$ cat config.mk
export PLATFORM = sky130hd
export DESIGN_NAME = smbm_port
export DESIGN_NICKNAME = d
export VERILOG_FILES = /design/src/shared/smbm_pkg.sv /design/src/core/smbm_sync.sv /design/src/core/smbm_port.sv
export SDC_FILE = /design/constraint.sdc
export NUM_CORES = 1
export LEC_CHECK = 0
export BUFFER_PORTS_ARGS = -buffer_cell sky130_fd_sc_hd__buf_4
export CORE_ASPECT_RATIO = 1.5
export CORE_MARGIN = 1.5
export CORE_UTILIZATION = 47
export CTS_BUF_LIST = sky130_fd_sc_hd__clkbuf_4
export CTS_CLUSTER_SIZE = 16
export DETAILED_ROUTE_END_ITERATION = 10
export PLACE_DENSITY = 0.8
export SLEW_MARGIN = 10
export SYNTH_ARGS = -nofsm -noshare
export SYNTH_HDL_FRONTEND = slang
export SYNTH_SLANG_ARGS = --single-unit
$ cat constraint.sdc
create_clock -name mclk -period 2 [get_ports mclk]
set_clock_uncertainty 0.15 [all_clocks]
set_input_delay 0.2 -clock mclk [delete_from_list [all_inputs] [get_ports mclk]]
set_output_delay 0.2 -clock mclk [all_outputs]
set_load 0.05 [all_outputs]
$ cat src/shared/smbm_pkg.sv
// shared memory bus master port: constants, carriers and state record
// assumes a single 125 MHz clock domain; pin levels are resolved by the bench
package smbm_pkg;

   // ------------------------------------------------------------------
   // widths and pin field positions
   // ------------------------------------------------------------------
   localparam int unsigned DATA_W = 32;
   localparam int unsigned ADDR_W = 32;
   localparam int unsigned WADDR_LSB = 2;   // word address starts at bit 2
   localparam int unsigned WADDR_MSB = 27;
   localparam int unsigned UPPER_LSB = 28;  // the four upper lines 31..28
   localparam int unsigned HALF_SEL_BIT = 1; // selects upper half for word transfers

   // ------------------------------------------------------------------
   // byte lane and transfer size codes
   // ------------------------------------------------------------------
   // little endian lanes are active low, one bit per byte
   localparam logic [3:0] LANES_LONG = 4'h0;
   localparam logic [3:0] LANES_WORD_LO = 4'hc;
   localparam logic [3:0] LANES_WORD_HI = 4'h3;
   // big endian: number of bytes still to transfer
   localparam logic [3:0] SIZE_LONG = 4'h4;
   localparam logic [3:0] SIZE_WORD = 4'h2;
   // parity sense: 0 gives even parity over byte plus parity bit
   localparam logic PARITY_ODD = 1'b0;

   // ------------------------------------------------------------------
   // reset values
   // ------------------------------------------------------------------
   localparam logic RST_CHECK_OK = 1'b1;
   localparam logic RST_DONE_IN = 1'b0;  // cycle-done idles low
   localparam logic RST_ACK_IN_N = 1'b1; // acknowledge idles high
   localparam logic RST_STRAP = 1'b0;
   localparam int unsigned SYNC_STAGES = 3;

   // ------------------------------------------------------------------
   // carriers
   // ------------------------------------------------------------------
   typedef struct packed {
      logic write;             // 1 = write to memory
      logic long_xfer;         // 1 = 32-bit long word, 0 = 16-bit word
      logic [ADDR_W-1:0] addr; // byte address
      logic [DATA_W-1:0] wdata;
   } smbm_req_t;

   typedef struct packed {
      logic [DATA_W-1:0] rdata; // word transfers return in bits 15:0
      logic err;                // cycle ended by bus error
      logic parity_ok;          // read parity correct (parity mode only)
   } smbm_resp_t;

   typedef enum logic [1:0] {
      ST_IDLE,
      ST_SETUP,
      ST_WAIT,
      ST_END
   } smbm_fsm_t;

   typedef struct packed {
      smbm_fsm_t fsm;
      logic big_endian;
      logic parity_en;
      logic write;
      logic long_xfer;
      logic [ADDR_W-1:0] addr;
      logic [DATA_W-1:0] wdata;
      logic [3:0] lanes;
      logic bus_oe;     // address, lanes, qualifier driven
      logic qual;       // address qualifier asserted
      logic dstb;       // data strobe asserted
      logic chk_oe;     // parity check output driven
      logic chk_ok;
      logic resp_valid;
      smbm_resp_t resp;
   } smbm_state_t;

endpackage : smbm_pkg

$ cat src/core/smbm_sync.sv
// three-stage input synchroniser with agreement filter
// assumes input comes from a pin outside the mclk domain
`timescale 1ns/1ps
`default_nettype none
module smbm_sync #(
   parameter logic RST_VAL = 1'b0
) (
   // clock and reset
   input wire logic mclk,
   input wire logic nrst,
   // pin side
   input wire logic pin_i,
   // core side
   output logic lvl_o
);

   typedef struct packed {
      logic s1;
      logic s2;
      logic s3;
      logic lvl;
   } smbm_sync_t;

   smbm_sync_t st_q;
   smbm_sync_t st_d;

   // the first stage feeds only the second; the level moves when 2 and 3 agree
   always_comb begin
      st_d = st_q;
      st_d.s1 = pin_i;
      st_d.s2 = st_q.s1;
      st_d.s3 = st_q.s2;
      if (st_q.s2 == st_q.s3) begin
         st_d.lvl = st_q.s3;
      end
   end

   always_ff @(posedge mclk or negedge nrst) begin
      if (!nrst) begin
         st_q <= {4{RST_VAL}};
      end else begin
         st_q <= st_d;
      end
   end

   assign lvl_o = st_q.lvl;

endmodule : smbm_sync
`default_nettype wire

$ cat src/core/smbm_port.sv
// shared memory bus master port: runs one word or long word cycle per request
// assumes straps are static, pins are resolved from the enables by the board
// Summary of operation
// [RULE_01] upper lines are address outputs, floated when idle
// [RULE_02] parity mode: upper lines carry byte parity
// [RULE_03] word address from bit 2, floated when idle
// [RULE_04] both word and long word transfers
// [RULE_05] little endian lanes mark byte offset
// [RULE_06] big endian lanes give bytes remaining
// [RULE_07] lane outputs float outside own cycles
// [RULE_08] data driven on writes, received on reads
// [RULE_09] big endian data strobe marks data phase
// [RULE_10] parity check output high good, low bad
// [RULE_11] address status low while cycle valid
// [RULE_12] address valid at address strobe fall
// [RULE_13] qualifier active low, floated when idle
// [RULE_14] strap low little endian, high big endian
// [RULE_15] top two lines carry parity of bytes 3,2
// [RULE_16] cycle-done ends little endian cycles, latches data
// [RULE_17] acknowledge fall ends big endian cycles
// [RULE_18] address and lanes stable through whole cycle
`timescale 1ns/1ps
`default_nettype none
module smbm_port (
   // clock and reset
   input wire logic mclk,
   input wire logic nrst,
   // straps
   input wire logic big_endian_strap,
   input wire logic parity_strap,
   // internal request side
   input wire logic req_valid,
   input wire smbm_pkg::smbm_req_t req,
   output logic req_ready,
   output logic resp_valid,
   output smbm_pkg::smbm_resp_t resp,
   // upper address / parity lines 31..28
   input wire logic [3:0] upper_i,
   output logic [3:0] upper_o,
   output logic [3:0] upper_oe,
   // word address and byte lanes
   output logic [25:0] word_addr_o,
   output logic word_addr_oe,
   output logic [3:0] byte_lane_select,
   output logic byte_lane_oe,
   // data bus
   input wire logic [31:0] data_i,
   output logic [31:0] data_o,
   output logic data_oe,
   // strobes and direction
   output logic data_strobe_out,
   output logic data_strobe_oe,
   output logic address_status_out_n,
   output logic address_status_oe,
   output logic write_dir_o,
   output logic write_dir_oe,
   // cycle termination
   input wire logic cycle_done_in,
   input wire logic transfer_acknowledge_in_n,
   input wire logic bus_error_in_n
);

   // ------------------------------------------------------------------
   // pin synchronisers
   // ------------------------------------------------------------------
   logic be_lvl;
   logic par_lvl;
   logic done_lvl;
   logic ack_n_lvl;
   logic err_n_lvl;

   smbm_sync #(.RST_VAL(smbm_pkg::RST_STRAP)) u_sync_be (
      .mclk(mclk), .nrst(nrst), .pin_i(big_endian_strap), .lvl_o(be_lvl));
   smbm_sync #(.RST_VAL(smbm_pkg::RST_STRAP)) u_sync_par (
      .mclk(mclk), .nrst(nrst), .pin_i(parity_strap), .lvl_o(par_lvl));
   smbm_sync #(.RST_VAL(smbm_pkg::RST_DONE_IN)) u_sync_done (
      .mclk(mclk), .nrst(nrst), .pin_i(cycle_done_in), .lvl_o(done_lvl));
   smbm_sync #(.RST_VAL(smbm_pkg::RST_ACK_IN_N)) u_sync_ack (
      .mclk(mclk), .nrst(nrst), .pin_i(transfer_acknowledge_in_n), .lvl_o(ack_n_lvl));
   smbm_sync #(.RST_VAL(smbm_pkg::RST_ACK_IN_N)) u_sync_err (
      .mclk(mclk), .nrst(nrst), .pin_i(bus_error_in_n), .lvl_o(err_n_lvl));

   // ------------------------------------------------------------------
   // helpers
   // ------------------------------------------------------------------
   smbm_pkg::smbm_state_t st_q;
   smbm_pkg::smbm_state_t st_d;
   logic term_hit;
   logic term_busy;
   logic [3:0] par_gen;
   logic [3:0] par_bad;
   logic [3:0] lane_on;

   // termination differs per personality; bus error ends either kind
   assign term_hit = (st_q.big_endian ? !ack_n_lvl : done_lvl) || !err_n_lvl; // [RULE_16] [RULE_17]
   assign term_busy = (st_q.big_endian ? !ack_n_lvl : done_lvl) || !err_n_lvl;

   // byte parity of outgoing data and check of incoming bytes
   always_comb begin
      for (int i = 0; i < 4; i++) begin
         par_gen[i] = ^st_q.wdata[8*i +: 8] ^ smbm_pkg::PARITY_ODD; // [RULE_02] [RULE_15]
         par_bad[i] = (^data_i[8*i +: 8] ^ smbm_pkg::PARITY_ODD) != upper_i[i];
         lane_on[i] = !st_q.lanes[i];
      end
   end

   // ------------------------------------------------------------------
   // bus cycle sequencer
   // ------------------------------------------------------------------
   // the personality is latched per cycle so a strap glitch cannot split a cycle
   always_comb begin
      st_d = st_q;
      st_d.resp_valid = 1'b0;
      unique case (st_q.fsm)
         smbm_pkg::ST_IDLE: begin
            if (req_valid) begin
               st_d.fsm = smbm_pkg::ST_SETUP;
               st_d.big_endian = be_lvl; // [RULE_14]
               st_d.parity_en = par_lvl && !be_lvl;
               st_d.write = req.write;
               st_d.long_xfer = req.long_xfer; // [RULE_04]
               st_d.addr = req.addr;
               st_d.wdata = req.wdata;
               // word data rides on the half that its address selects
               if (!req.long_xfer && req.addr[smbm_pkg::HALF_SEL_BIT]) begin
                  st_d.wdata = {req.wdata[15:0], 16'h0000};
               end else if (!req.long_xfer) begin
                  st_d.wdata = {16'h0000, req.wdata[15:0]};
               end
               if (be_lvl) begin
                  st_d.lanes = req.long_xfer ? smbm_pkg::SIZE_LONG
                                             : smbm_pkg::SIZE_WORD; // [RULE_06]
               end else if (req.long_xfer) begin
                  st_d.lanes = smbm_pkg::LANES_LONG; // [RULE_05]
               end else begin
                  st_d.lanes = req.addr[smbm_pkg::HALF_SEL_BIT] ? smbm_pkg::LANES_WORD_HI
                                                              : smbm_pkg::LANES_WORD_LO;
               end
               st_d.bus_oe = 1'b1; // [RULE_18]
               // little endian qualifies at once; big endian lets address settle first
               st_d.qual = !be_lvl; // [RULE_11] [RULE_12]
               st_d.chk_oe = par_lvl && !be_lvl;
            end
         end
         smbm_pkg::ST_SETUP: begin
            st_d.fsm = smbm_pkg::ST_WAIT;
            st_d.qual = 1'b1; // [RULE_12]
            st_d.dstb = st_q.big_endian; // [RULE_09]
         end
         smbm_pkg::ST_WAIT: begin
            if (term_hit) begin
               st_d.fsm = smbm_pkg::ST_END;
               st_d.resp_valid = 1'b1;
               st_d.resp.err = !err_n_lvl;
               st_d.resp.rdata = 32'h0000_0000;
               st_d.resp.parity_ok = smbm_pkg::RST_CHECK_OK;
               if (!st_q.write) begin
                  // latch read data on termination, words returned low aligned
                  if (st_q.long_xfer) begin
                     st_d.resp.rdata = data_i; // [RULE_08]
                  end else if (st_q.addr[smbm_pkg::HALF_SEL_BIT]) begin
                     st_d.resp.rdata = {16'h0000, data_i[31:16]};
                  end else begin
                     st_d.resp.rdata = {16'h0000, data_i[15:0]};
                  end
                  if (st_q.parity_en) begin
                     st_d.chk_ok = !(|(par_bad & lane_on)); // [RULE_10]
                     st_d.resp.parity_ok = st_d.chk_ok;
                  end
               end
               st_d.bus_oe = 1'b0; // [RULE_07] [RULE_13]
               st_d.qual = 1'b0;
               st_d.dstb = 1'b0;
            end
         end
         smbm_pkg::ST_END: begin
            // wait for the terminator to go away so one level is one cycle
            if (!term_busy) begin
               st_d.fsm = smbm_pkg::ST_IDLE;
               st_d.chk_oe = 1'b0;
            end
         end
      endcase
   end

   always_ff @(posedge mclk or negedge nrst) begin
      if (!nrst) begin
         st_q <= '{fsm: smbm_pkg::ST_IDLE, chk_ok: smbm_pkg::RST_CHECK_OK,
                   resp: '{rdata: 32'h0000_0000, err: 1'b0,
                           parity_ok: smbm_pkg::RST_CHECK_OK},
                   default: '0};
      end else begin
         st_q <= st_d;
      end
   end

   // ------------------------------------------------------------------
   // pin drive
   // ------------------------------------------------------------------
   assign req_ready = (st_q.fsm == smbm_pkg::ST_IDLE);
   assign resp_valid = st_q.resp_valid;
   assign resp = st_q.resp;

   // upper lines: address in non-parity modes, parity on writes in parity mode
   assign upper_o = st_q.parity_en ? par_gen
                                   : st_q.addr[smbm_pkg::UPPER_LSB +: 4]; // [RULE_01] [RULE_02]
   assign upper_oe = {4{st_q.bus_oe && (!st_q.parity_en || st_q.write)}}; // [RULE_15]
   assign word_addr_o = st_q.addr[smbm_pkg::WADDR_MSB:smbm_pkg::WADDR_LSB]; // [RULE_03]
   assign word_addr_oe = st_q.bus_oe;
   assign byte_lane_select = st_q.lanes;
   assign byte_lane_oe = st_q.bus_oe; // [RULE_07]
   assign data_o = st_q.wdata;
   assign data_oe = st_q.bus_oe && st_q.write; // [RULE_08]
   // one pin: data strobe in big endian, parity check in little endian parity
   assign data_strobe_out = st_q.big_endian ? !st_q.dstb : st_q.chk_ok; // [RULE_09] [RULE_10]
   assign data_strobe_oe = st_q.big_endian ? st_q.bus_oe : st_q.chk_oe;
   assign address_status_out_n = !st_q.qual; // [RULE_13]
   assign address_status_oe = st_q.bus_oe;
   // little endian: high means write; big endian: high means read
   assign write_dir_o = st_q.big_endian ? !st_q.write : st_q.write;
   assign write_dir_oe = st_q.bus_oe;

   // ------------------------------------------------------------------
   // checks
   // ------------------------------------------------------------------
   // qualifier low and driven, as a plain expression so it can be combined freely
   logic qual_on;
   assign qual_on = !address_status_out_n && address_status_oe;
endmodule : smbm_port
`default_nettype wire

# Yosys cells after proc, flatten, opt, wreduce, memory -nomap -nowiden
# Index checks and enable logic that the tools add are counted.
# Widths: inputs -> output; s select.
classes:
  eq_ne: 15
  mux: 29
  bitwise: 2
  n_reduce_logical: 41
op_table:
  columns: ["op", "count"]
  rows:
  - ["$mux 32", 4]
  - ["$mux 76", 1]
  - ["$mux 35", 2]
  - ["$reduce_xor 8->1", 8]
  - ["$mux 16", 1]
  - ["$mux 4", 4]
  - ["$logic_not 1->1", 13]
  - ["$reduce_and 3->1", 4]
  - ["$mux 1", 8]
  - ["$pmux 2 s4", 1]
  - ["$mux 3", 2]
  - ["$ne 2x2->1 const B", 3]
  - ["$pmux 1 s2", 3]
  - ["$reduce_and 2->1", 3]
  - ["$reduce_bool 2->1", 3]
  - ["$eq 1x1->1", 5]
  - ["$and 4x4->4", 1]
  - ["$eq 2x2->1 const B", 2]
  - ["$logic_and 1x1->1", 4]
  - ["$mux 2", 2]
  - ["$ne 1x1->1", 4]
  - ["$reduce_and 4->1", 1]
  - ["$reduce_or 4->1", 1]
  - ["$pmux 1 s3", 1]
  - ["5 further kinds", 6]
word_totals:
  ff_bits: 134
  in_bits: 110
  output_inout_bits: 115
  wordCells: 124

# Longest topological paths before layout
depth:
  ltp_word: 9
  mapped_depth: 8
  ltp_nobuf: 7

# By module
# A second synthesis with hierarchy kept.
hier_totals:
  hier_cells: 597
  area_unflattened_um2: 6663.9
by_module_without_submodules:
  columns: ["mod", "instances", "cells_per_inst", "area_each_um2", "seq_area_each_um2"]
  rows:
  - ["smbm_port", 1, 572, 6097.1, 2830.2]
  - ["smbm_sync (u_sync_be ...)", 3, 5, 111.4, 100.1]
  - ["smbm_sync (u_sync_ack ...)", 2, 5, 116.4, 105.1]

# Worst setup path after synthesis
# Ideal clock, no wire load.
synth_timing:
  kind: "reg2reg"
  start: "register st_q[112] in the netlist's numbering"
  end: "register st_q (netlist bit data_o[10])"
  setup_time_ps: 65
  arrival_time_ps: 2000
  required_time_ps: 1785
  setup_slack_ps: -215
  path_stages_with_launch: 7
  n_path_buf: 1
  synth_period_minus_slack_ps: 2215
  cell_sequence: "dfrtp_1 > inv_1 > ha_1 > nand2_1 > nor2_1 > buf_2 > a22o_1"
synth_between:
  elab_chain_cells: 2
synth_rtl:
  columns: ["item", "line", "text"]
  rows:
  - ["from (decl)", "smbm_port.sv:86", "smbm_pkg::smbm_state_t st_q;"]
  - ["from (signal assigned)", "smbm_port.sv:188", "st_q <= '{fsm: smbm_pkg::ST_IDLE, chk_ok: smbm_pkg::RST_CHECK_OK,"]
  - ["from (signal assigned)", "smbm_port.sv:193", "st_q <= st_d;"]
  - ["$logic_not 2->1", null, null]
  - ["named net req_ready", "smbm_port.sv:34", "output logic req_ready,"]
  - ["$reduce_and 2->1 (no line)", null, null]
# The timed path passes the listed nets, and every way through them passes these cells.
# A chain may end at the register's enable or synchronous reset.

# Worst setup path after layout
layout_timing:
  start: "register st_q (netlist bit data_o[9])"
  end: "output upper_o[1]"
layout_between:
  elab_chain_cells: 2
layout_rtl:
  columns: ["item", "line", "text"]
  rows:
  - ["$reduce_xor 8->1", "smbm_port.sv:101", "par_gen[i] = ^st_q.wdata[8*i +: 8] ^ smbm_pkg::PARITY_ODD;"]
  - ["$mux 4", "smbm_port.sv:205", "assign upper_o = st_q.parity_en ? par_gen"]
  - ["to (decl)", "smbm_port.sv:39", "output logic [3:0] upper_o,"]
# No other way between the ends.

==> flow_summary.toml <==
[die]
core-area_um2 = 13900
start_util_pct = 47.9
io_pins = 225
die_height_um = 149
die_area_um2 = 14900
rows = 53
die_x_um = 100

[min_path]
worstHoldPathType = "primary input to asynchronous set/reset pin"

[placement]
gp_congestion = 0.850
hpwl_mm = 11.3
port_buffers = 223

[detailed_routing]
vias = 5456
wl_per_cell_um = 17.9
drc = 0
initialDrtViolationCount = 250
drt_first_pass_iters = 5
drtAntennaViolNets = 0
drt-total-wl_mm = 18.6
post_drt_via_cell_ratio = 5.25

[layout]
drive_gt1_share_pct = 43.4
nets = 974
n_fill_cell = 937
area.growth.synth_to_final_pct = 44.6
multi_input_area_um2 = 2600
seqCellArea_um2 = 3340

[sta]
min_period_ns = 2.19
fmax_mhz = 456
setup_violations = 4
whs_ns = 0.0839
max-slew-margin-rel_pct = 60.4
worst_slew_pin_slew_ns = 0.593
grt_setup_unrepaired = "yes"
finalWorstSetupSlack_ns = -0.193
period_share_pct = 110
hold_violations = 0
fin_setup_tns_ns = -0.585
slew_violations = 0

[synth]
synth_compound_area_share_pct = 9.21
ys_types = 38
synthArstFlopShare_pct = 100
synth_xor_area_share_pct = 8.21
synth_top_family_by_area = "buffers and inverters"
ys_seq_elements = 133
yosysTopAreaCell = "dfrtp_1"
yosysSeqAreaShare_pct = 50.1
synthCells = 599
yosysTopAreaCellShare_pct = 46.1
yosys-mux-area-fraction_pct = 9.54
yosysWarnings = 0
postSynthAreaPerCell_um2 = 11.1
synth_edf_count = 0
yosys.area_share.simple_pct = 7.65
synth.most_common_cell = "dfrtp_1"
synth.area.top_cells = "dfrtp_1, buf_4, mux2_2"
synthFlopType = "dfrtp_1"
yosys.area_share.adder_pct = 1.50
synth_area_um2 = 6670
synth_fp_nets = 713
yosys-top-cells-count = "dfrtp_1, buf_4, nand2_1, xnor2_1, mux2_2"

[cts]
cts_tree = "done"
htree_num_levels = 4
clk_pin_slew_worst_paths_ns = 0.12
cts_buffers = 17
cts_buffer_depth = 2
cts.sinks = 133
clock_latency_ns = 0.52
root_buffer = "clkbuf_4"

[global_route]
grt_max_degree = 62
grt_usage_pct = 24.7
grt_pass1_wl_mm = 28.2
grt_pass1_vias = 5812
grt.overflow.total = 0
antenna_found_initial = 1

[pwr]
power.density_nw_per_um2 = 1880
leakage_uw = 0.00475
max-vdd-ir-drop_v = 0.00121

[flow_run]
cap_violations = 0

[critical_path]
crit_path_max_fanout = 2
crit_type = "register to output port"
cp-end-kind = "output port"
cp.arrival_ns = 1.84
worstSetupStartpointType = "register"
worstPathRequired_ns = 1.65

[outcome]
violations = "setup timing"
status = "finished, violations left"
[repair_timing]
| item | 4_1_cts | 5_1_grt |
|---|---|---|
| setup endpoints to repair | 9 | 23 |
| endpoints found under the hold margin | 241 | 0 |
| hold buffers | 107 | 0 |
| pin swaps | 14 | 12 |
| setup buffers | 18 | 7 |
| resized for setup | 6 | 29 |
[final timing paths]
check | start | end | slack (ns) | cells after the start
max | data_o[9] | upper_o[1] | -0.19 | 5
min | nrst | resp[26] | 0.08 | 2
max reg2reg | st_q[111] | resp[17] | 0.16 | 6
min reg2reg | u_sync_be.st_d[2] | u_sync_be.st_d[1] | 0.21 | 0
max in group asynchronous | nrst | word_addr_o[3] | 1.01 | 3
min in group mclk | parity_strap | u_sync_par.st_d[2] | 0.17 | 2
[through the flow]
stage | instances | utilization (%) | total power, µW | setup slack [ns] | instance area, µm²
floorplan | 599 | - | 13300 | 0.0220 | 6680
global placement | 874 | 56.5 | 14800 | 0.227 | 7870
detailed placement | 874 | 56.5 | 15000 | 0.159 | 7870
CTS | 1031 | 67.7 | 17500 | -0.174 | 9420
global route | 1039 | 69.3 | 19000 | -0.308 | 9650
finish | 1040 | 69.3 | 18200 | -0.193 | 9650
[layer usage]
metal / track usage, % / share of wire, % / up-vias
met5: 0 / 0 / -
met4: 13.2 / 3.9 / 0
li1: - / - / 2460
met3: 6.65 / 6.7 / 59
met2: 45.6 / 55 / 277
met1: 24.8 / 34 / 2660
[state kept, by name (all words and copies together) (netlist names), 2 cells and up]
signal            flops
st_q                 15
byte_lane_select      4
u_sync_be.st_d        2
u_sync_err.st_d       2
u_sync_ack.st_d       2
data_o               32
u_sync_done.st_d      2
resp                 34
word_addr_o          26
u_sync_par.st_d       2
[worst max-delay path: stages, from the launching register on]
cell and delay, ns:
dfrtp_1 0.44, xnor2_2 0.22, xnor2_2 0.14, xnor2_1 0.10, a21oi_1 0.20, buf_4 0.23
[power breakdown]
group / switching (µW) / internal, µW
Combinational: 7180 / 4360
Clock: 1030 / 894
Sequential: 893 / 3820
Total: 9100 / 9080
[layout by cell type, fill, tap and decap left out, drive strengths merged, types with 5 or more instances in the layout]
cell | netlist | final
dfstp | 10 | 10
dlygate4sd3 | 0 | 107
o31ai | 17 | 17
a22o | 16 | 16
a22oi | 16 | 16
a21oi | 10 | 10
clkbuf | 17 | 19
xnor2 | 40 | 40
nand2 | 72 | 72
inv | 6 | 8
dfrtp | 123 | 123
o21ai | 24 | 24
mux2i | 22 | 22
buf | 115 | 267
maj3 | 5 | 5
clkinv | 1 | 7
nor2 | 14 | 14
nand3 | 18 | 18
mux2 | 37 | 37
[kinds of logic (layout without fill, tap and decap cells)]
logic type,count (synthesis),in the layout
other,0,2
XOR/XNOR,51,51
multiplexers,59,59
flip-flops,133,133
buffers and inverters,139,413
adder cells (fa/ha/maj),9,9
AND/OR/NAND/NOR,118,118
AO/OA/AOI/OAI,90,90
[cell type report]
type | instances | area share (%)
antenna | 2 | 0.0519
clock buffer | 19 | 1.48
clock inverter | 13 | 1.63
inverter | 7 | 0.285
multi-input combinational | 327 | 26.9
sequential | 133 | 34.7
tap | 165 | 2.14
timing repair buffer | 374 | 32.8
Power figures use the tool's default switching activity.
